**config.mk**
```make
export PLATFORM = sky130hd
export DESIGN_NAME = vafrc_top
export DESIGN_NICKNAME = d
export VERILOG_FILES = /design/src/vafrc_pkg.sv /design/src/vafrc_top.sv /design/src/vafrc_spi.sv /design/src/vafrc_delay.sv
export SDC_FILE = /design/constraint.sdc
export NUM_CORES = 1
export LEC_CHECK = 0
export BUFFER_PORTS_ARGS = -buffer_cell sky130_fd_sc_hd__clkbuf_2
export CAP_MARGIN = 10
export CORE_ASPECT_RATIO = 1.1
export CORE_MARGIN = 10
export CORE_UTILIZATION = 30
export CTS_CLUSTER_SIZE = 14
export DETAILED_ROUTE_END_ITERATION = 6
export PLACE_DENSITY_LB_ADDON = 0.3
export RECOVER_POWER = 100
export SLEW_MARGIN = 15
export SYNTH_ARGS = -nofsm -noshare
export SYNTH_HDL_FRONTEND = slang
export SYNTH_HIERARCHICAL = 1
export SYNTH_SLANG_ARGS = --single-unit
```
**constraint.sdc**
```tcl
create_clock -name sys_clk -period 3.1 [get_ports sys_clk]
set_input_delay 0.93 -clock sys_clk [delete_from_list [all_inputs] [get_ports sys_clk]]
set_output_delay 0.93 -clock sys_clk [all_outputs]
set_load 0.01 [all_outputs]
```
**src/vafrc_pkg.sv**
```systemverilog
// Shared constants and types of the vibration alarm, filter and rate configuration block
package vafrc_pkg;

  // ----------------------------------------------------------------
  // Serial command word
  // ----------------------------------------------------------------
  localparam int FRAME_BITS = 16;
  localparam int CNT_W = 5;
  localparam int WR_BIT = 15;
  localparam int ADDR_MSB = 14;
  localparam int ADDR_LSB = 8;
  localparam int DATA_MSB = 7;

  // ----------------------------------------------------------------
  // Byte addresses, even byte of each word
  // ----------------------------------------------------------------
  localparam logic [6:0] ADDR_ALARM_CFG = 7'h34;
  localparam logic [6:0] ADDR_FIR_SEL = 7'h38;
  localparam logic [6:0] ADDR_RATES = 7'h3A;
  localparam logic [6:0] ADDR_DIAG = 7'h3C;
  localparam logic [6:0] ADDR_GCMD = 7'h3E;

  // ----------------------------------------------------------------
  // Reset values and writable masks
  // ----------------------------------------------------------------
  localparam logic [15:0] RST_ALARM_CFG = 16'h0080;
  localparam logic [15:0] RST_FIR_SEL = 16'h0000;
  localparam logic [15:0] RST_RATES = 16'h7421;
  localparam logic [15:0] RST_DIAG = 16'h0000;
  localparam logic [15:0] MASK_ALARM_CFG = 16'h1FFF;
  localparam logic [15:0] MASK_FIR_SEL = 16'h0777;
  localparam logic [15:0] MASK_RATES = 16'hFFFF;
  localparam logic [15:0] ZERO_WORD = 16'h0000;

  // ----------------------------------------------------------------
  // Alarm configuration fields
  // ----------------------------------------------------------------
  localparam int CFG_KEEP_BIT = 12;
  localparam int CFG_DELAY_LSB = 8;
  localparam int CFG_DELAY_W = 4;
  localparam int CFG_LATCH_BIT = 7;
  localparam int CFG_PIN_EN_BIT = 6;
  localparam int CFG_POL_BIT = 5;
  localparam int CFG_SRC_BIT = 4;
  localparam int CFG_SYS_EN_BIT = 3;
  localparam int CFG_AXIS_EN_LSB = 0;

  // ----------------------------------------------------------------
  // Filter select, rates, diagnostic flags, global command
  // ----------------------------------------------------------------
  localparam int FIR_Z_LSB = 8;
  localparam int FIR_Y_LSB = 4;
  localparam int FIR_X_LSB = 0;
  localparam logic [2:0] FIR_NONE = 3'h0;
  localparam int FIR_TAPS = 32;
  localparam int BASE_RATE_SPS = 220000;
  localparam int DIAG_SYS_BIT = 14;
  localparam int DIAG_A2_LSB = 11;
  localparam int DIAG_A1_LSB = 8;
  localparam int DIAG_READY_BIT = 7;
  localparam int DIAG_SPI_BIT = 3;
  localparam int DIAG_ERR_W = 7;
  localparam int GCMD_CLR_BIT = 4;

  // ----------------------------------------------------------------
  // Capture mode codes
  // ----------------------------------------------------------------
  localparam logic [1:0] MODE_MAN_SPECTRUM = 2'h0;
  localparam logic [1:0] MODE_AUTO_SPECTRUM = 2'h1;
  localparam logic [1:0] MODE_MAN_TIME = 2'h2;
  localparam logic [1:0] MODE_REAL_TIME = 2'h3;

  typedef enum logic [1:0] {
    VAFRC_SPI_IDLE = 2'b01,
    VAFRC_SPI_BUSY = 2'b10
  } vafrc_spi_state_t;

  typedef struct packed {
    logic [2:0] z;
    logic [2:0] y;
    logic [2:0] x;
  } vafrc_fir_sel_t;

  typedef struct packed {
    logic [2:0] alarm2;
    logic [2:0] alarm1;
  } vafrc_spectral_t;

endpackage

```
**src/vafrc_top.sv**
```systemverilog
// Alarm, FIR bank and decimation rate configuration registers behind the serial port
//
// What this block does
// RQ1 - Alarm config bit 12 keeps spectral flags set across status reads.
// RQ2 - Spectral flag rises only after delay-field count of exceeding records.
// RQ3 - Bit 7 latches error flags until the clear-status command.
// RQ4 - Bit 6 routes alarm 1 and alarm 2 to the two alarm pins.
// RQ5 - Bit 5 sets system alarm polarity: one below, zero above threshold.
// RQ6 - Bit 4 picks temperature (one) or supply (zero) for the system alarm.
// RQ7 - Bits 3..0 enable system, z, y, x alarms; disabled ones never flag.
// RQ8 - Filter select resets to zero, bypassing every filter on all axes.
// RQ9 - Three-bit bank select per axis: z 10..8, y 6..4, x 2..0.
// RQ10 - Code 0 none, 1..3 low-pass 1/5/10 kHz, 4..6 high-pass 1/5/10 kHz.
// RQ11 - Each bank is a 32-tap FIR on the selected axis stream.
// RQ12 - Rate settings enabled by record config apply only in three capture modes.
// RQ13 - Each rate nibble is a scale 1..7; rate is 220000 over two to it.
// RQ14 - Rate settings 0..3 sit in nibbles 3..0, 7..4, 11..8, 15..12.
// RQ15 - Rate register resets to 0x7421.
// RQ16 - Host writes one byte per 16-bit word: bit 15 set, address, data.
// RQ17 - A write to the odd address changes only the upper byte.
// RQ18 - Reserved bits ignore writes and read as zero.
// RQ19 - Diagnostic flags: system 14, alarm 2 z/y/x 13..11, alarm 1 10..8.
// RQ20 - Global command bit 4 clears the diagnostic flags once, self-clearing.
`timescale 1ns/1ps
`default_nettype none
module vafrc_top #(
  parameter int DELAY_W = vafrc_pkg::CFG_DELAY_W
) (
  input wire logic sys_clk,
  input wire logic srst,
  input wire logic spi_sclk,
  input wire logic spi_cs_n,
  input wire logic spi_din,
  output logic spi_dout,
  input wire logic record_done,
  input wire vafrc_pkg::vafrc_spectral_t spectral_exceed,
  input wire logic system_sample,
  input wire logic [15:0] temperature_value,
  input wire logic [15:0] supply_value,
  input wire logic [15:0] system_alarm_threshold,
  input wire logic [vafrc_pkg::DIAG_ERR_W-1:0] error_events,
  input wire logic data_ready,
  input wire logic [1:0] capture_mode,
  input wire logic [3:0] record_rate_enable,
  output logic alarm_output_pin_1,
  output logic alarm_output_pin_2,
  output vafrc_pkg::vafrc_fir_sel_t fir_select,
  output logic [2:0] fir_bypass,
  output logic [15:0] decimation_rates_out,
  output logic [3:0] rate_enable_active
);

  typedef struct packed {
    logic [15:0] alarm_cfg;
    logic [15:0] fir_sel;
    logic [15:0] rates;
    logic [15:0] diag;
    logic [15:0] tx;
    logic pin1;
    logic pin2;
    logic [2:0] bypass;
    logic [3:0] rate_act;
  } vafrc_top_st_t;

  vafrc_top_st_t st;
  vafrc_top_st_t next_st;

  if (DELAY_W != vafrc_pkg::CFG_DELAY_W) begin : g_chk
    $error("vafrc_top: DELAY_W must match the response delay field");
  end

  // ----------------------------------------------------------------
  // Helpers
  // ----------------------------------------------------------------
  // Byte write into a word; reserved bits are forced to zero
  function automatic logic [15:0] vafrc_byte_wr(input logic [15:0] old,
                                                input logic upper,
                                                input logic [7:0] data,
                                                input logic [15:0] mask);
    logic [15:0] val;
    val = upper ? {data, old[7:0]} : {old[15:8], data}; // RQ17
    return val & mask; // RQ18
  endfunction

  // A filter code of zero or an unused code means no filtering
  function automatic logic vafrc_is_bypass(input logic [2:0] code);
    return (code == vafrc_pkg::FIR_NONE) || (code == 3'h7); // RQ10
  endfunction

  // ----------------------------------------------------------------
  // Serial port
  // ----------------------------------------------------------------
  logic frame_done;
  logic frame_bad;
  logic [15:0] rx_word;

  vafrc_spi u_spi (
    .sys_clk(sys_clk),
    .srst(srst),
    .sclk(spi_sclk),
    .cs_n(spi_cs_n),
    .din(spi_din),
    .tx_word(st.tx),
    .dout(spi_dout),
    .frame_done(frame_done),
    .frame_bad(frame_bad),
    .rx_word(rx_word)
  );

  // ----------------------------------------------------------------
  // Spectral alarm response delay
  // ----------------------------------------------------------------
  vafrc_pkg::vafrc_spectral_t spectral_hit;
  logic [DELAY_W-1:0] resp_delay;
  logic [2:0] axis_en;

  assign resp_delay = st.alarm_cfg[vafrc_pkg::CFG_DELAY_LSB +: DELAY_W];
  assign axis_en = st.alarm_cfg[vafrc_pkg::CFG_AXIS_EN_LSB +: 3];

  for (genvar i = 0; i < 6; i++) begin : g_delay
    vafrc_delay #(
      .DELAY_W(DELAY_W)
    ) u_delay (
      .sys_clk(sys_clk),
      .srst(srst),
      .record_done(record_done),
      .exceed(spectral_exceed[i]),
      .enable(axis_en[i % 3]),
      .delay(resp_delay),
      .hit(spectral_hit[i])
    );
  end

  // ----------------------------------------------------------------
  // Register file and flags
  // ----------------------------------------------------------------
  logic wr_cmd;
  logic rd_cmd;
  logic [6:0] cmd_addr;
  logic [6:0] word_addr;
  logic [7:0] cmd_data;
  logic [15:0] sys_value;
  logic sys_trig;
  logic diag_clear;
  logic spec_clear;
  logic [15:0] diag_set;
  logic [15:0] rd_val;
  logic [vafrc_pkg::DIAG_ERR_W-1:0] err_now;

  assign wr_cmd = frame_done && rx_word[vafrc_pkg::WR_BIT]; // RQ16
  assign rd_cmd = frame_done && !rx_word[vafrc_pkg::WR_BIT];
  assign cmd_addr = rx_word[vafrc_pkg::ADDR_MSB:vafrc_pkg::ADDR_LSB];
  assign word_addr = {cmd_addr[6:1], 1'b0};
  assign cmd_data = rx_word[vafrc_pkg::DATA_MSB:0];

  always_comb begin
    next_st = st;

    // Byte writes; the upper byte is reached at the odd address
    if (wr_cmd) begin
      unique case (word_addr)
        vafrc_pkg::ADDR_ALARM_CFG: next_st.alarm_cfg = vafrc_byte_wr(st.alarm_cfg,
            cmd_addr[0], cmd_data, vafrc_pkg::MASK_ALARM_CFG); // RQ16
        vafrc_pkg::ADDR_FIR_SEL: next_st.fir_sel = vafrc_byte_wr(st.fir_sel,
            cmd_addr[0], cmd_data, vafrc_pkg::MASK_FIR_SEL); // RQ9
        vafrc_pkg::ADDR_RATES: next_st.rates = vafrc_byte_wr(st.rates,
            cmd_addr[0], cmd_data, vafrc_pkg::MASK_RATES); // RQ14
        default: next_st.rates = st.rates;
      endcase
    end

    // Clear-status command acts once; the command bit itself is never stored
    diag_clear = wr_cmd && (word_addr == vafrc_pkg::ADDR_GCMD) && !cmd_addr[0]
                 && cmd_data[vafrc_pkg::GCMD_CLR_BIT]; // RQ20
    spec_clear = rd_cmd && (word_addr == vafrc_pkg::ADDR_DIAG)
                 && !st.alarm_cfg[vafrc_pkg::CFG_KEEP_BIT]; // RQ1

    // System alarm compare
    sys_value = st.alarm_cfg[vafrc_pkg::CFG_SRC_BIT] ? temperature_value
                                                       : supply_value; // RQ6
    sys_trig = st.alarm_cfg[vafrc_pkg::CFG_POL_BIT]
               ? (sys_value < system_alarm_threshold)
               : (sys_value > system_alarm_threshold); // RQ5

    diag_set = vafrc_pkg::ZERO_WORD;
    diag_set[vafrc_pkg::DIAG_SYS_BIT] = system_sample && sys_trig
        && st.alarm_cfg[vafrc_pkg::CFG_SYS_EN_BIT]; // RQ7
    diag_set[vafrc_pkg::DIAG_A1_LSB +: 3] = spectral_hit.alarm1; // RQ19
    diag_set[vafrc_pkg::DIAG_A2_LSB +: 3] = spectral_hit.alarm2; // RQ19

    // Alarm flags: a set in the same cycle as a clear wins
    next_st.diag[vafrc_pkg::DIAG_SYS_BIT] = (st.diag[vafrc_pkg::DIAG_SYS_BIT]
        && !diag_clear) || diag_set[vafrc_pkg::DIAG_SYS_BIT];
    next_st.diag[vafrc_pkg::DIAG_A1_LSB +: 6] =
        (st.diag[vafrc_pkg::DIAG_A1_LSB +: 6] & {6{!(diag_clear || spec_clear)}})
        | diag_set[vafrc_pkg::DIAG_A1_LSB +: 6]; // RQ1

    // Error flags: sticky when latching, otherwise they follow the events
    err_now = error_events;
    err_now[vafrc_pkg::DIAG_SPI_BIT] = error_events[vafrc_pkg::DIAG_SPI_BIT] || frame_bad;
    if (st.alarm_cfg[vafrc_pkg::CFG_LATCH_BIT]) begin
      next_st.diag[vafrc_pkg::DIAG_ERR_W-1:0] =
          (st.diag[vafrc_pkg::DIAG_ERR_W-1:0] & {vafrc_pkg::DIAG_ERR_W{!diag_clear}})
          | err_now; // RQ3
    end else begin
      next_st.diag[vafrc_pkg::DIAG_ERR_W-1:0] = err_now; // RQ3
    end
    next_st.diag[vafrc_pkg::DIAG_READY_BIT] = data_ready;
    next_st.diag[15] = 1'b0; // RQ18

    // Read answer is shifted out during the next frame
    unique case (word_addr)
      vafrc_pkg::ADDR_ALARM_CFG: rd_val = st.alarm_cfg;
      vafrc_pkg::ADDR_FIR_SEL: rd_val = st.fir_sel;
      vafrc_pkg::ADDR_RATES: rd_val = st.rates;
      vafrc_pkg::ADDR_DIAG: rd_val = st.diag;
      default: rd_val = vafrc_pkg::ZERO_WORD; // RQ18
    endcase
    if (rd_cmd) begin
      next_st.tx = rd_val;
    end else if (frame_done) begin
      next_st.tx = vafrc_pkg::ZERO_WORD;
    end

    // Alarm pins follow the flags only when routed
    next_st.pin1 = next_st.alarm_cfg[vafrc_pkg::CFG_PIN_EN_BIT]
                   && |next_st.diag[vafrc_pkg::DIAG_A1_LSB +: 3]; // RQ4
    next_st.pin2 = next_st.alarm_cfg[vafrc_pkg::CFG_PIN_EN_BIT]
                   && |next_st.diag[vafrc_pkg::DIAG_A2_LSB +: 3]; // RQ4

    // Filter datapath steering; the 32-tap banks themselves sit downstream
    next_st.bypass = {vafrc_is_bypass(next_st.fir_sel[vafrc_pkg::FIR_Z_LSB +: 3]),
                      vafrc_is_bypass(next_st.fir_sel[vafrc_pkg::FIR_Y_LSB +: 3]),
                      vafrc_is_bypass(next_st.fir_sel[vafrc_pkg::FIR_X_LSB +: 3])}; // RQ8 RQ11

    // Decimated rates serve only the two spectrum modes and manual time capture
    next_st.rate_act = ((capture_mode == vafrc_pkg::MODE_MAN_SPECTRUM)
                        || (capture_mode == vafrc_pkg::MODE_AUTO_SPECTRUM)
                        || (capture_mode == vafrc_pkg::MODE_MAN_TIME))
                       ? record_rate_enable : 4'h0; // RQ12
  end

  always_ff @(posedge sys_clk) begin
    if (srst) begin
      st <= '{alarm_cfg: vafrc_pkg::RST_ALARM_CFG,
              fir_sel: vafrc_pkg::RST_FIR_SEL, // RQ8
              rates: vafrc_pkg::RST_RATES, // RQ15
              diag: vafrc_pkg::RST_DIAG,
              tx: vafrc_pkg::ZERO_WORD,
              pin1: 1'b0,
              pin2: 1'b0,
              bypass: 3'h7,
              rate_act: 4'h0};
    end else begin
      st <= next_st;
    end
  end

  // ----------------------------------------------------------------
  // Outputs, all taken from the state register
  // ----------------------------------------------------------------
  assign alarm_output_pin_1 = st.pin1;
  assign alarm_output_pin_2 = st.pin2;
  assign fir_select = '{z: st.fir_sel[vafrc_pkg::FIR_Z_LSB +: 3],
                        y: st.fir_sel[vafrc_pkg::FIR_Y_LSB +: 3],
                        x: st.fir_sel[vafrc_pkg::FIR_X_LSB +: 3]}; // RQ9
  assign fir_bypass = st.bypass;
  // Scale factors 1..7 give 220000 / 2**n samples per second downstream
  assign decimation_rates_out = st.rates; // RQ13
  assign rate_enable_active = st.rate_act;

endmodule
`default_nettype wire

```
**src/vafrc_spi.sv**
```systemverilog
// Serial command port: 16-bit frames in, read answers out
`timescale 1ns/1ps
`default_nettype none
module vafrc_spi (
  input wire logic sys_clk,
  input wire logic srst,
  input wire logic sclk,
  input wire logic cs_n,
  input wire logic din,
  input wire logic [15:0] tx_word,
  output logic dout,
  output logic frame_done,
  output logic frame_bad,
  output logic [15:0] rx_word
);

  typedef struct packed {
    vafrc_pkg::vafrc_spi_state_t state;
    logic sclk_q;
    logic [15:0] rx;
    logic [15:0] tx;
    logic [vafrc_pkg::CNT_W-1:0] cnt;
    logic dout;
    logic done;
    logic bad;
  } vafrc_spi_st_t;

  vafrc_spi_st_t st;
  vafrc_spi_st_t next_st;

  // ----------------------------------------------------------------
  // Frame engine
  // ----------------------------------------------------------------
  // Clock idles high; data move out on falling and in on rising edges
  always_comb begin
    next_st = st;
    next_st.sclk_q = sclk;
    next_st.done = 1'b0;
    next_st.bad = 1'b0;
    unique case (st.state)
      vafrc_pkg::VAFRC_SPI_IDLE: begin
        if (!cs_n) begin
          next_st.state = vafrc_pkg::VAFRC_SPI_BUSY;
          next_st.cnt = '0;
          next_st.tx = tx_word;
        end
      end
      vafrc_pkg::VAFRC_SPI_BUSY: begin
        if (cs_n) begin
          next_st.state = vafrc_pkg::VAFRC_SPI_IDLE;
          next_st.dout = 1'b0;
          // A frame that is not exactly one word is dropped and flagged
          if (st.cnt == vafrc_pkg::CNT_W'(vafrc_pkg::FRAME_BITS)) begin
            next_st.done = 1'b1;
          end else begin
            next_st.bad = 1'b1;
          end
        end else begin
          if (sclk && !st.sclk_q) begin
            next_st.rx = {st.rx[14:0], din};
            if (st.cnt <= vafrc_pkg::CNT_W'(vafrc_pkg::FRAME_BITS)) begin
              next_st.cnt = st.cnt + 1'b1;
            end
          end
          if (!sclk && st.sclk_q) begin
            next_st.dout = st.tx[15];
            next_st.tx = {st.tx[14:0], 1'b0};
          end
        end
      end
      default: next_st.state = vafrc_pkg::VAFRC_SPI_IDLE;
    endcase
  end

  always_ff @(posedge sys_clk) begin
    if (srst) begin
      st <= '{state: vafrc_pkg::VAFRC_SPI_IDLE, sclk_q: 1'b1, default: '0};
    end else begin
      st <= next_st;
    end
  end

  assign dout = st.dout;
  assign frame_done = st.done;
  assign frame_bad = st.bad;
  assign rx_word = st.rx;

endmodule
`default_nettype wire

```
**src/vafrc_delay.sv**
```systemverilog
// Response delay counter for one spectral alarm of one axis
`timescale 1ns/1ps
`default_nettype none
module vafrc_delay #(
  parameter int DELAY_W = 4
) (
  input wire logic sys_clk,
  input wire logic srst,
  input wire logic record_done,
  input wire logic exceed,
  input wire logic enable,
  input wire logic [DELAY_W-1:0] delay,
  output logic hit
);

  typedef struct packed {
    logic [DELAY_W-1:0] cnt;
    logic hit;
  } vafrc_delay_st_t;

  vafrc_delay_st_t st;
  vafrc_delay_st_t next_st;
  logic [DELAY_W-1:0] bumped;

  if (DELAY_W < 1) begin : g_chk
    $error("vafrc_delay: DELAY_W must be at least 1");
  end

  // ----------------------------------------------------------------
  // Consecutive record count
  // ----------------------------------------------------------------
  always_comb begin
    next_st = st;
    next_st.hit = 1'b0;
    bumped = (&st.cnt) ? st.cnt : st.cnt + 1'b1;
    if (record_done) begin
      // Disabled alarms never count, so they never raise a flag
      if (!enable || !exceed) begin
        next_st.cnt = '0; // RQ7
      end else begin
        next_st.cnt = bumped;
        next_st.hit = (bumped >= delay); // RQ2
      end
    end
  end

  always_ff @(posedge sys_clk) begin
    if (srst) begin
      st <= '0;
    end else begin
      st <= next_st;
    end
  end

  assign hit = st.hit;

endmodule
`default_nettype wire

```
==> results of run 1 <==
metal layers:
layer,global-route usage (%),vias to the layer above
met5,0,-
met4,4.37,0
met3,3.12,23
met2,20.3,113
met1,15.9,3156
li1,-,3454
cell usage in the layout, fill, tap and decap left out, types with 17 or more instances in the layout:
master / synthesis / routed
nand3_1: 28 / 28
nand2_1: 127 / 127
a21oi_1: 82 / 81
mux2_2: 21 / 21
dfxtp_1: 151 / 151
nor2_1: 91 / 91
inv_1: 38 / 38
clkbuf_1: 25 / 39
nor2b_1: 17 / 17
a311oi_1: 21 / 21
ha_1: 48 / 48
clkbuf_16: 0 / 17
mux2i_1: 17 / 17
clkbuf_2: 1 / 75
kinds of logic after synthesis:
| family | Yosys count |
|---|---|
| AND/OR/NAND/NOR | 371 |
| XOR/XNOR | 6 |
| multiplexers | 38 |
| buffers and inverters | 129 |
| flip-flops | 151 |
| AO/OA/AOI/OAI | 201 |
| adder cells (fa/ha/maj) | 48 |
registers in the layout, summed over array words and instances, names as in the netlist, 6 cells and up:
| signal | flops |
|---|---|
| decimation_rates_out | 16 |
| fir_select | 9 |
| g_delay.u_delay/hit | 6 |
| g_delay.u_delay/st | 24 |
| st | 37 |
| u_spi/rx_word | 16 |
| u_spi/st | 24 |
Yosys cell counts (21+ instances only):
| master | count |
|---|---|
| inv_1 | 38 |
| nor2_1 | 91 |
| buf_4 | 48 |
| dfxtp_1 | 151 |
| a21oi_1 | 82 |
| a311oi_1 | 21 |
| mux2_2 | 21 |
| clkbuf_1 | 25 |
| ha_1 | 48 |
| nand3_1 | 28 |
| nand2_1 | 127 |
through the flow:
step | hold WS, ns | util, % | cells
floorplan | 0.421 | - | 944
global placement | 0.439 | 32.8 | 1330
detailed placement | 0.442 | 32.8 | 1330
CTS | 0.458 | 35.1 | 1362
global route | 0.491 | 34.8 | 1362
finish | 0.454 | 34.8 | 1362
worst reg2reg max path, stage by stage (launching register included):
cell and delay [ns]:
dfxtp_1 0.41, nand4b_1 0.26, nor4_1 1.15, a31oi_1 0.33
or2_2 0.37
how the worst max path moves through the flow:
stage	end	start	slack (ns)
floorplan	st[39]	st[77]	0.59
CTS	st[39]	st[77]	0.49
global route	u_spi/rx_word[4]	srst	0.21
finish	u_spi/rx_word[10]	srst	0.45
detailed placement	st[39]	temperature_value[1]	0.44
global placement	st[39]	temperature_value[1]	0.50
power by group through the flow:
stage | sequential [W] | combinational, W | clock (W)
after CTS | 0.00198 | 0.000226 | 0.00220
after detailed placement | 0.00203 | 0.000226 | 0
after floorplan | 0.00202 | 0.000135 | 0
after global placement | 0.00203 | 0.000223 | 0
after global routing | 0.00199 | 0.000253 | 0.00228
final | 0.00198 | 0.000221 | 0.00215
final cells by class:
class | count | area, um^2
Fill cell | 2758 | 17100
Clock buffer | 19 | 453
Multi-Input combinational cell | 664 | 4340
Sequential cell | 151 | 3020
Timing Repair Buffer | 124 | 597
Inverter | 39 | 146
Tap cell | 352 | 440
Clock inverter | 13 | 158
==> summary.txt, run 1 <==
Power and ir drop
  • Switching pwr: ~0.0010 W
  • Leak Pwr: between 3 and 4 nW
  • Peak VDD IR: 368 uV
  • Logic pwr share: between 5 and 6%
  • Clock network power share: about half
  • PwrDens: around 480 nW/um^2
  • Internal power: 0.00332 W
  • Total power: 0.00435 W
  • Reg power frac: a little under half
  • Switching share of power: a little under a quarter

Placement
  • Port bufs: ~110
  • Final GP Congestion: just under 0.8
  • Pre-CTS WS: between 0.4 and 0.5 ns
  • HPWL Detailed: about 16000 um
  • Dpl cell area: ~8600 um^2

Setup path
  • Worst EP required: approximately 3.4 ns
  • Critical path data arrival time: 2.91 ns
  • Reg-to-reg endpoint: fir_bypass[0]
  • Worst path cell trace: clkbuf_2 > clkbuf_1 > a21oi_1
  • Critical Setup Path Class: input port to flip-flop
  • Worst-path maximum fanout: 71
  • R2R Path Start: u_spi/rx_word[11]
  • Max incr delay on CP: 0.99 ns
  • CP Launch Type: input port
  • R2R Setup Slk: approximately 0.46 ns
  • WP buf/inv: 2
  • CP Depth: 3
  • Crit path max-delay family: buffers and inverters
  • Slowest cell on crit path: clkbuf_2
  • Crit end category: flip-flop
  • FF-to-FF path depth: 4

Final layout
  • P&R area growth vs syn: 13.7%
  • Post-route cell area: ~9000 um^2
  • Share of cells above drive strength 1: between 15 and 20%
  • Nets: around 1100
  • Antenna cells: 0

Clock tree
  • Resized cells post-CTS: 0
  • Total clock buffers created by CTS: 17
  • H-tree levels: 4
  • Sink Count: approximately 150
  • Post-CTS setup buffers: 0
  • CTS tree: yes
  • Clock Tree Buf Depth: 2
  • Worst-Skew Late Latency: 0.43 ns
  • Worst-path clk slew: ~0.070 ns
  • Root buf cell: clkbuf_16
  • CTS hold repair buffers: 0

Route
  • Highest routed layer: met4
  • DRT Pass-1 Iters: 7
  • Vias/cell: around 5.0
  • DRT antenna net count: 0
  • WL met3: about 1000 um
  • Metal2 WL: between 9000 and 10000 um
  • Met1 wire length: around 10000 um
  • Post-Route WL: about 21000 um
  • WL per Instance: between 15 and 20 um
  • Vias: 6746
  • DRC Markers: 3
  • Detailed Route Iter0 Violations: 380

Synth
  • Mapped Cells: roughly 940
  • Post-synth EDFFs: 0
  • Synth Flop Type: dfxtp_1
  • Yosys top cell by area: dfxtp_1
  • Post-synthesis adder-cell area fraction: roughly 7.5%
  • Xor-xnor portion of the synthesized cell area: less than 1%
  • Post-synthesis sequential area ratio: between 30 and 40%
  • Area contributors post-synth: dfxtp_1 38%, ha_1 7.5%, nand2_1 5.9%
  • Yosys warns: 6
  • Multiplexer share of the synthesized area: 5.05%
  • Main combinational cell family by area after synthesis: simple AND/OR/NAND/NOR gates
  • Yosys top cell area share: between 30% and 40%
  • Synth Area in Simple Gates: approximately a quarter
  • Async SR Flop Fraction: 0%
  • Post-synthesis cell area: 8050 um^2
  • Seq cells post-synth: ~150
  • Library cells used by synthesis: 62
  • Mapped Avg Cell Area: between 8 and 9 um^2
  • Synthesized net count: between 1000 and 1500
  • Compound-Gate Fraction of Synth Area: roughly 17%

Timing
  • RSZ-0062 raised after global routing: false
  • Hold Fails Final Rpt: 0
  • Final min period: about 2.6 ns
  • Final Setup Violations: 0
  • Final Skew: 0.0108 ns
  • Max-slew headroom: 7.16%
  • Post-route setup TNS: 0 ns
  • Period utilisation layout: between 80% and 90%
  • Fmax: 0.378 GHz
  • Max-slew violations: 0
  • Final WS setup: ~0.45 ns
  • Worst slew pin tran: approximately 1.4 ns

Run status
  • Status: finished with violations
  • Failing checks: DRC

Die
  • IO Pins: between 100 and 150
  • Initial Util: 30.6%
  • Core region area: between 20000 and 30000 um^2
  • Row count: 62
  • Die X: roughly 180 um
  • Die area: between 30000 and 40000 um^2
  • Die Height: between 150 and 200 um

Run
  • Max cap viols: 0

Worst hold path
  • Hold_sp: u_spi/st[7]
  • HP Class: flip-flop to flip-flop
  • Hold Path Sink: u_spi/frame_done
  • Worst hold path cell count: 2

Global routing
  • Initial antenna violation count: 0
  • Maximum number of pins on one net before global-route repair: 72
  • Vias in the first global route: roughly 6400
  • GR Util All Layers: about an eighth
  • First-pass GRT wire length: 34000 um
  • Overflow after GRT: 0
(Power assumes the default switching activity.)
==> inputs of run 2 (changes only) <==
--- a/config.mk
+++ b/config.mk
@@ -7,6 +7,8 @@
 export LEC_CHECK = 0
 export BUFFER_PORTS_ARGS = -buffer_cell sky130_fd_sc_hd__clkbuf_2
 export CAP_MARGIN = 10
+export CELL_PAD_IN_SITES_DETAIL_PLACEMENT = 0
+export CELL_PAD_IN_SITES_GLOBAL_PLACEMENT = 1
 export CORE_ASPECT_RATIO = 1.1
 export CORE_MARGIN = 10
 export CORE_UTILIZATION = 30
==> run 2 against run 1 <==
  * The flow now finishes without violations
  * Clock power decreased by 9.3%
  * Hold slack improved by 0.0032 ns
  * Global-route usage increased by 0.42 points
  * Flip-flop and latch count unchanged
  * Core utilization decreased by 0.21 points
  * Combinational power about the same
  * Die area unchanged
  * Largest power group is now registers
==> summary.txt, run 2 (synthesized netlist as in run 1, its figures left out) <==
Route
  • Vias/cell: roughly 5
  • DRC Markers: 0
  • Vias: ~6800
  • Post-Route WL: approximately 22000 um
  • DRT Pass-1 Iters: 7
  • WL per Instance: about 16 um
  • Detailed Route Iter0 Violations: 455
  • DRT antenna net count: 0

Timing
  • Final min period: 2.76 ns
  • Final Setup Violations: 0
  • Period utilisation layout: slightly below 90%
  • Worst slew pin tran: 1.25 ns
  • Fmax: 0.362 GHz
  • Post-route setup TNS: 0 ns
  • Max-slew headroom: roughly 17%
  • Max-slew violations: 0
  • Final Skew: about 0.011 ns
  • RSZ-0062 raised after global routing: false
  • Hold Fails Final Rpt: 0

Final layout
  • Antenna cells: 0
  • Share of cells above drive strength 1: between 10% and 20%
  • Final Non-Filler Cells: approximately 1400
  • Nets: about 1100
  • Max FFs per register: 37
  • P&R area growth vs syn: 13.0%
  • Regs by FF count: st x37, g_delay.u_delay/st x24, u_spi/st x24
  • Most frequent cells in the layout: 151 x dfxtp_1, 127 x nand2_1, 92 x nor2_1
  • Reg with most FFs: st
  • Most common cell after layout, fill and taps aside: dfxtp_1

Clock tree
  • CTS hold repair buffers: 0
  • H-tree levels: 4
  • Total clock buffers created by CTS: 17
  • CTS tree: yes
  • Sink Count: 151
  • Worst-path clk slew: 0.07 ns
  • Clock Tree Buf Depth: 2
  • Resized cells post-CTS: 0
  • Worst-Skew Late Latency: ~0.43 ns
  • Root buf cell: clkbuf_16
  • Post-CTS setup buffers: 0

Run
  • Max cap viols: 0

Power and ir drop
  • PwrDens: 457 nW/um^2
  • Leak Pwr: ~3.6 nW
  • Peak VDD IR: between 300 and 400 uV

Die
  • Initial Util: a little under a third
  • Row count: 62
  • Core region area: roughly 26000 um^2
  • Die Height: 192 um
  • Die X: around 180 um
  • IO Pins: 110
  • Die area: 33800 um^2

Global routing
  • Maximum number of pins on one net before global-route repair: just over 60
  • GR Util All Layers: 13.0%
  • Initial antenna violation count: 0
  • Overflow after GRT: 0
  • Vias in the first global route: 6488
  • First-pass GRT wire length: ~35000 um

Worst hold path
  • HP Class: flip-flop to flip-flop

Run status
  • Status: finished clean

Setup path
  • Worst EP required: about 3.4 ns
  • Critical path data arrival time: about 3 ns
  • CP Launch Type: input port
  • Crit end category: flip-flop
  • Critical Setup Path Class: input port to flip-flop
  • Worst-path maximum fanout: 60

Placement
  • Placed cells: 1332
  • Port bufs: between 100 and 150
  • HPWL Detailed: approximately 16000 um
  • Final GP Congestion: 0.735
-- run 2: power by group --
group          switching [W]  total, W  internal (W)
combinational       0.000123  0.000223      0.000100
sequential         0.0000160   0.00198       0.00197
clock               0.000910   0.00195       0.00104
-- run 2: cell type report --
class | instances | area, um^2
clock buffers | 17 | 425
clock inverters | 14 | 119
fillers | 2796 | 17200
inverters | 39 | 146
multi-input cells | 664 | 4340
flip-flops and latches | 151 | 3020
well taps | 352 | 440
repair buffers | 126 | 608
-- run 2: final timing paths --
path | from | end | slack (ns) | depth (start not counted)
max reg2reg | st[77] | st[39] | 0.51 | 7
max | srst | st[20] | 0.34 | 4
min | st[24] | st[24] | 0.46 | 2
min reg2reg | st[24] | st[24] | 0.46 | 2
-- run 2: per-layer routing --
metal	vias up	global-route usage, %	routed length [um]
li1	3453	-	-
met1	3227	17.1	10600
met2	101	21.3	10500
met3	14	2.47	735
met4	0	3.16	223
met5	-	0	0
-- run 2: critical path: stages --
cell and delay, ns:
clkbuf_2 0.90, clkbuf_1 0.42, clkbuf_2 0.65, nor2_1 0.11
-- run 2: per-stage QoR --
step | area (um^2) | power (W) | setup slack [ns] | hold slack (ns) | util (%)
after CTS | 9190 | 0.00422 | 0.519 | 0.458 | 34.9
after floorplan | 8050 | 0.00216 | 0.594 | 0.421 | -
after detailed placement | 8650 | 0.00226 | 0.476 | 0.446 | 32.9
after global placement | 8650 | 0.00226 | 0.474 | 0.438 | 32.9
after global routing | 9100 | 0.00433 | 0.143 | 0.491 | 34.6
final | 9100 | 0.00416 | 0.341 | 0.457 | 34.6
==> inputs of run 3 (changes only) <==
--- a/config.mk
+++ b/config.mk
@@ -19,5 +19,4 @@
 export SLEW_MARGIN = 15
 export SYNTH_ARGS = -nofsm -noshare
 export SYNTH_HDL_FRONTEND = slang
-export SYNTH_HIERARCHICAL = 1
 export SYNTH_SLANG_ARGS = --single-unit
==> run 3 against run 2 <==
  * Count of clock-buffer cells in the layout rose by 6
  * Synthesized cell count fell by 8.6%
  * Highest routed layer unchanged
  * Critical path type is now flip-flop to flip-flop
  * Fmax rose by 11%
==> summary.txt, run 3 <==
Power and ir drop
  • Leak Pwr: about 3.5 nW
  • Peak VDD IR: about 310 uV
  • PwrDens: 479 nW/um^2

Die
  • Die X: about 170 um
  • IO Pins: 110
  • Row count: 61
  • Core region area: around 25000 um^2
  • Die area: ~32000 um^2
  • Die Height: ~190 um
  • Initial Util: a little under a third

Final layout
  • Nets: 1051
  • Sequential cell area: about 3000 um^2
  • Most common cell after layout, fill and taps aside: dfxtp_1
  • Area taken by multi-input logic gates: about 4000 um^2
  • Final Non-Filler Cells: ~1300
  • P&R area growth vs syn: 14.5%
  • Most frequent cells in the layout: 151 x dfxtp_1, 105 x nor2_1, 72 x clkbuf_2
  • Regs by FF count: st x37, g_delay.u_delay.st x24, u_spi.st x24
  • Antenna cells: 0
  • Max FFs per register: 37
  • Reg with most FFs: st
  • # fillers: 2663
  • Share of cells above drive strength 1: between 10% and 20%

Global routing
  • Met1 GRT Util: between 10% and 20%
  • Overflow after GRT: 0
  • Initial antenna violation count: 0
  • GR met2 Demand/Resource: 20.6%
  • Met3 Use GR: under 10%
  • First-pass GRT wire length: 32400 um
  • GR Util All Layers: 12.6%
  • GRT busiest layer: met2
  • Vias in the first global route: approximately 6000
  • Maximum number of pins on one net before global-route repair: just over 100

Synth
  • Yosys top cell area share: roughly two fifths
  • Post-synth EDFFs: 0
  • Count leader, synth: dfxtp_1
  • Synth Flop Type: dfxtp_1
  • Synthesized net count: a little under 1000
  • Async SR Flop Fraction: 0%
  • Yosys top cell by area: dfxtp_1
  • Commonest cells post-synth: 151 x dfxtp_1, 105 x nor2_1, 65 x a21oi_1
  • Library cells used by synthesis: between 40 and 50
  • Seq cells post-synth: 151
  • Area contributors post-synth: dfxtp_1 40%, ha_1 7.9%, mux2i_1 6.5%
  • Mapped Cells: around 860
  • Yosys warns: 0
  • Post-synthesis cell area: about 7600 um^2
  • Post-synthesis sequential area ratio: 39.8%
  • Mapped Avg Cell Area: between 8 and 9 um^2

Run
  • Max cap viols: 0

Setup path
  • Slowest cell on crit path: clkbuf_1
  • Worst-path maximum fanout: 9
  • Critical Setup Path Class: flip-flop to flip-flop
  • Cell mode on critical path: nor2b_1
  • Critical path data arrival time: ~2.8 ns
  • R2R Setup Slk: about 0.61 ns
  • Worst EP required: 3.41 ns
  • CP Launch Type: flip-flop
  • Max incr delay on CP: roughly 0.56 ns
  • Crit end category: flip-flop
  • Worst path cell trace: nand4b_1 > nor3b_1 > buf_4 > nor2b_1 > clkbuf_1 > nor2b_1 > a211o_1

Timing
  • Max-slew violations: 0
  • Worst slew pin tran: 1.21 ns
  • Max-slew headroom: a little under a fifth
  • Final min period: ~2.5 ns
  • Final Setup Violations: 0
  • Hold Fails Final Rpt: 0
  • Period utilisation layout: about four fifths
  • Post-route setup TNS: 0 ns
  • Final Skew: approximately 0.0083 ns
  • RSZ-0062 raised after global routing: false
  • Fmax: about 0.4 GHz

Clock tree
  • Worst-Skew Late Latency: approximately 0.43 ns
  • Resized cells post-CTS: 0
  • CTS tree: yes
  • Post-CTS setup buffers: 0
  • Sink Count: 151
  • Clock Tree Buf Depth: 2
  • H-tree levels: 4
  • Root buf cell: clkbuf_16
  • CTS hold repair buffers: 0
  • Total clock buffers created by CTS: 17
  • Worst-path clk slew: around 0.06 ns

Placement
  • HPWL Detailed: 15100 um
  • Port bufs: ~110
  • Placed cells: 1224
  • Final GP Congestion: 0.765

Route
  • WL per Instance: 16.3 um
  • Vias: just over 6000
  • Detailed Route Iter0 Violations: 292
  • Vias/cell: about 4.9
  • DRC Markers: 0
  • DRT antenna net count: 0
  • DRT Pass-1 Iters: 5
  • Post-Route WL: between 20000 and 25000 um

Run status
  • Status: finished clean

Worst hold path
  • HP Class: flip-flop to flip-flop
[run 3: cell count changes after synthesis, moves of 12 or more]
cell	previous run	this run
mux2i_1	17	49
buf_2	14	2
clkbuf_1	25	38
a21oi_1	82	65
nor2_1	91	105
o21ai_0	13	25
nand2_1	127	61
buf_4	48	32
a22o_1	15	0
[run 3: path summary, 6_finish.rpt]
check / cells after the start / endpoint / start
setup / recovery: 7 / decimation_rates_out[5] / u_spi.rx_word[11]
hold / removal: 2 / st[28] / u_spi.frame_bad
setup reg to reg: 7 / decimation_rates_out[5] / u_spi.rx_word[11]
hold reg to reg: 2 / st[28] / u_spi.frame_bad
[run 3: logic make-up after synthesis]
logic type / count (synthesis) / synth area share (%)
flops: 151 / 39.8
mux: 70 / 9.56
fa+ha+maj: 48 / 7.90
compound gates: 164 / 14.2
buf+inv: 111 / 7.29
xor+xnor: 7 / 0.806
simple gates: 312 / 20.5
[run 3: metrics by stage]
step / setup slack, ns / hold WS, ns / instance area, um^2 / total power [W] / utilization [%]
after floorplan: 0.560 / 0.421 / 7600 / 0.00216 / -
after global placement: 0.512 / 0.436 / 8260 / 0.00225 / 32.9
after detailed placement: 0.475 / 0.443 / 8260 / 0.00226 / 32.9
after CTS: 0.745 / 0.458 / 8810 / 0.00424 / 35.1
after global routing: 0.334 / 0.488 / 8700 / 0.00434 / 34.7
final: 0.609 / 0.452 / 8700 / 0.00417 / 34.7
[run 3: area by class of cell]
class,count,area share (%)
clock inverter,9,0.862
sequential,151,34.7
inverter,32,1.38
timing repair buffer,125,6.90
tap,315,4.53
multi-input combinational,601,46.1
clock buffer,23,5.49
[run 3: layer usage]
metal,wire length (um),part of all wire (%),vias up
met4,185,0.91,0
met2,9550,47,114
met1,9630,47,2878
met3,1060,5.2,17
li1,-,-,3177
met5,0,0,-
[run 3: report_power, final]
| group | leakage, nW | internal (W) | switching [W] |
|---|---|---|---|
| clock network | 0.272 | 0.00116 | 0.000809 |
| registers | 1.22 | 0.00197 | 0.0000159 |
| logic | 2.02 | 0.0000954 | 0.000120 |
| total | 3.52 | 0.00322 | 0.000945 |
[run 3: critical path, delay by kind of cell (launching register included)]
family / cells / cell delay, ns
flip-flops: 1 / 0.38
AO/OA/AOI/OAI: 1 / 0.28
AND/OR/NAND/NOR: 4 / 0.94
buffers and inverters: 2 / 0.78
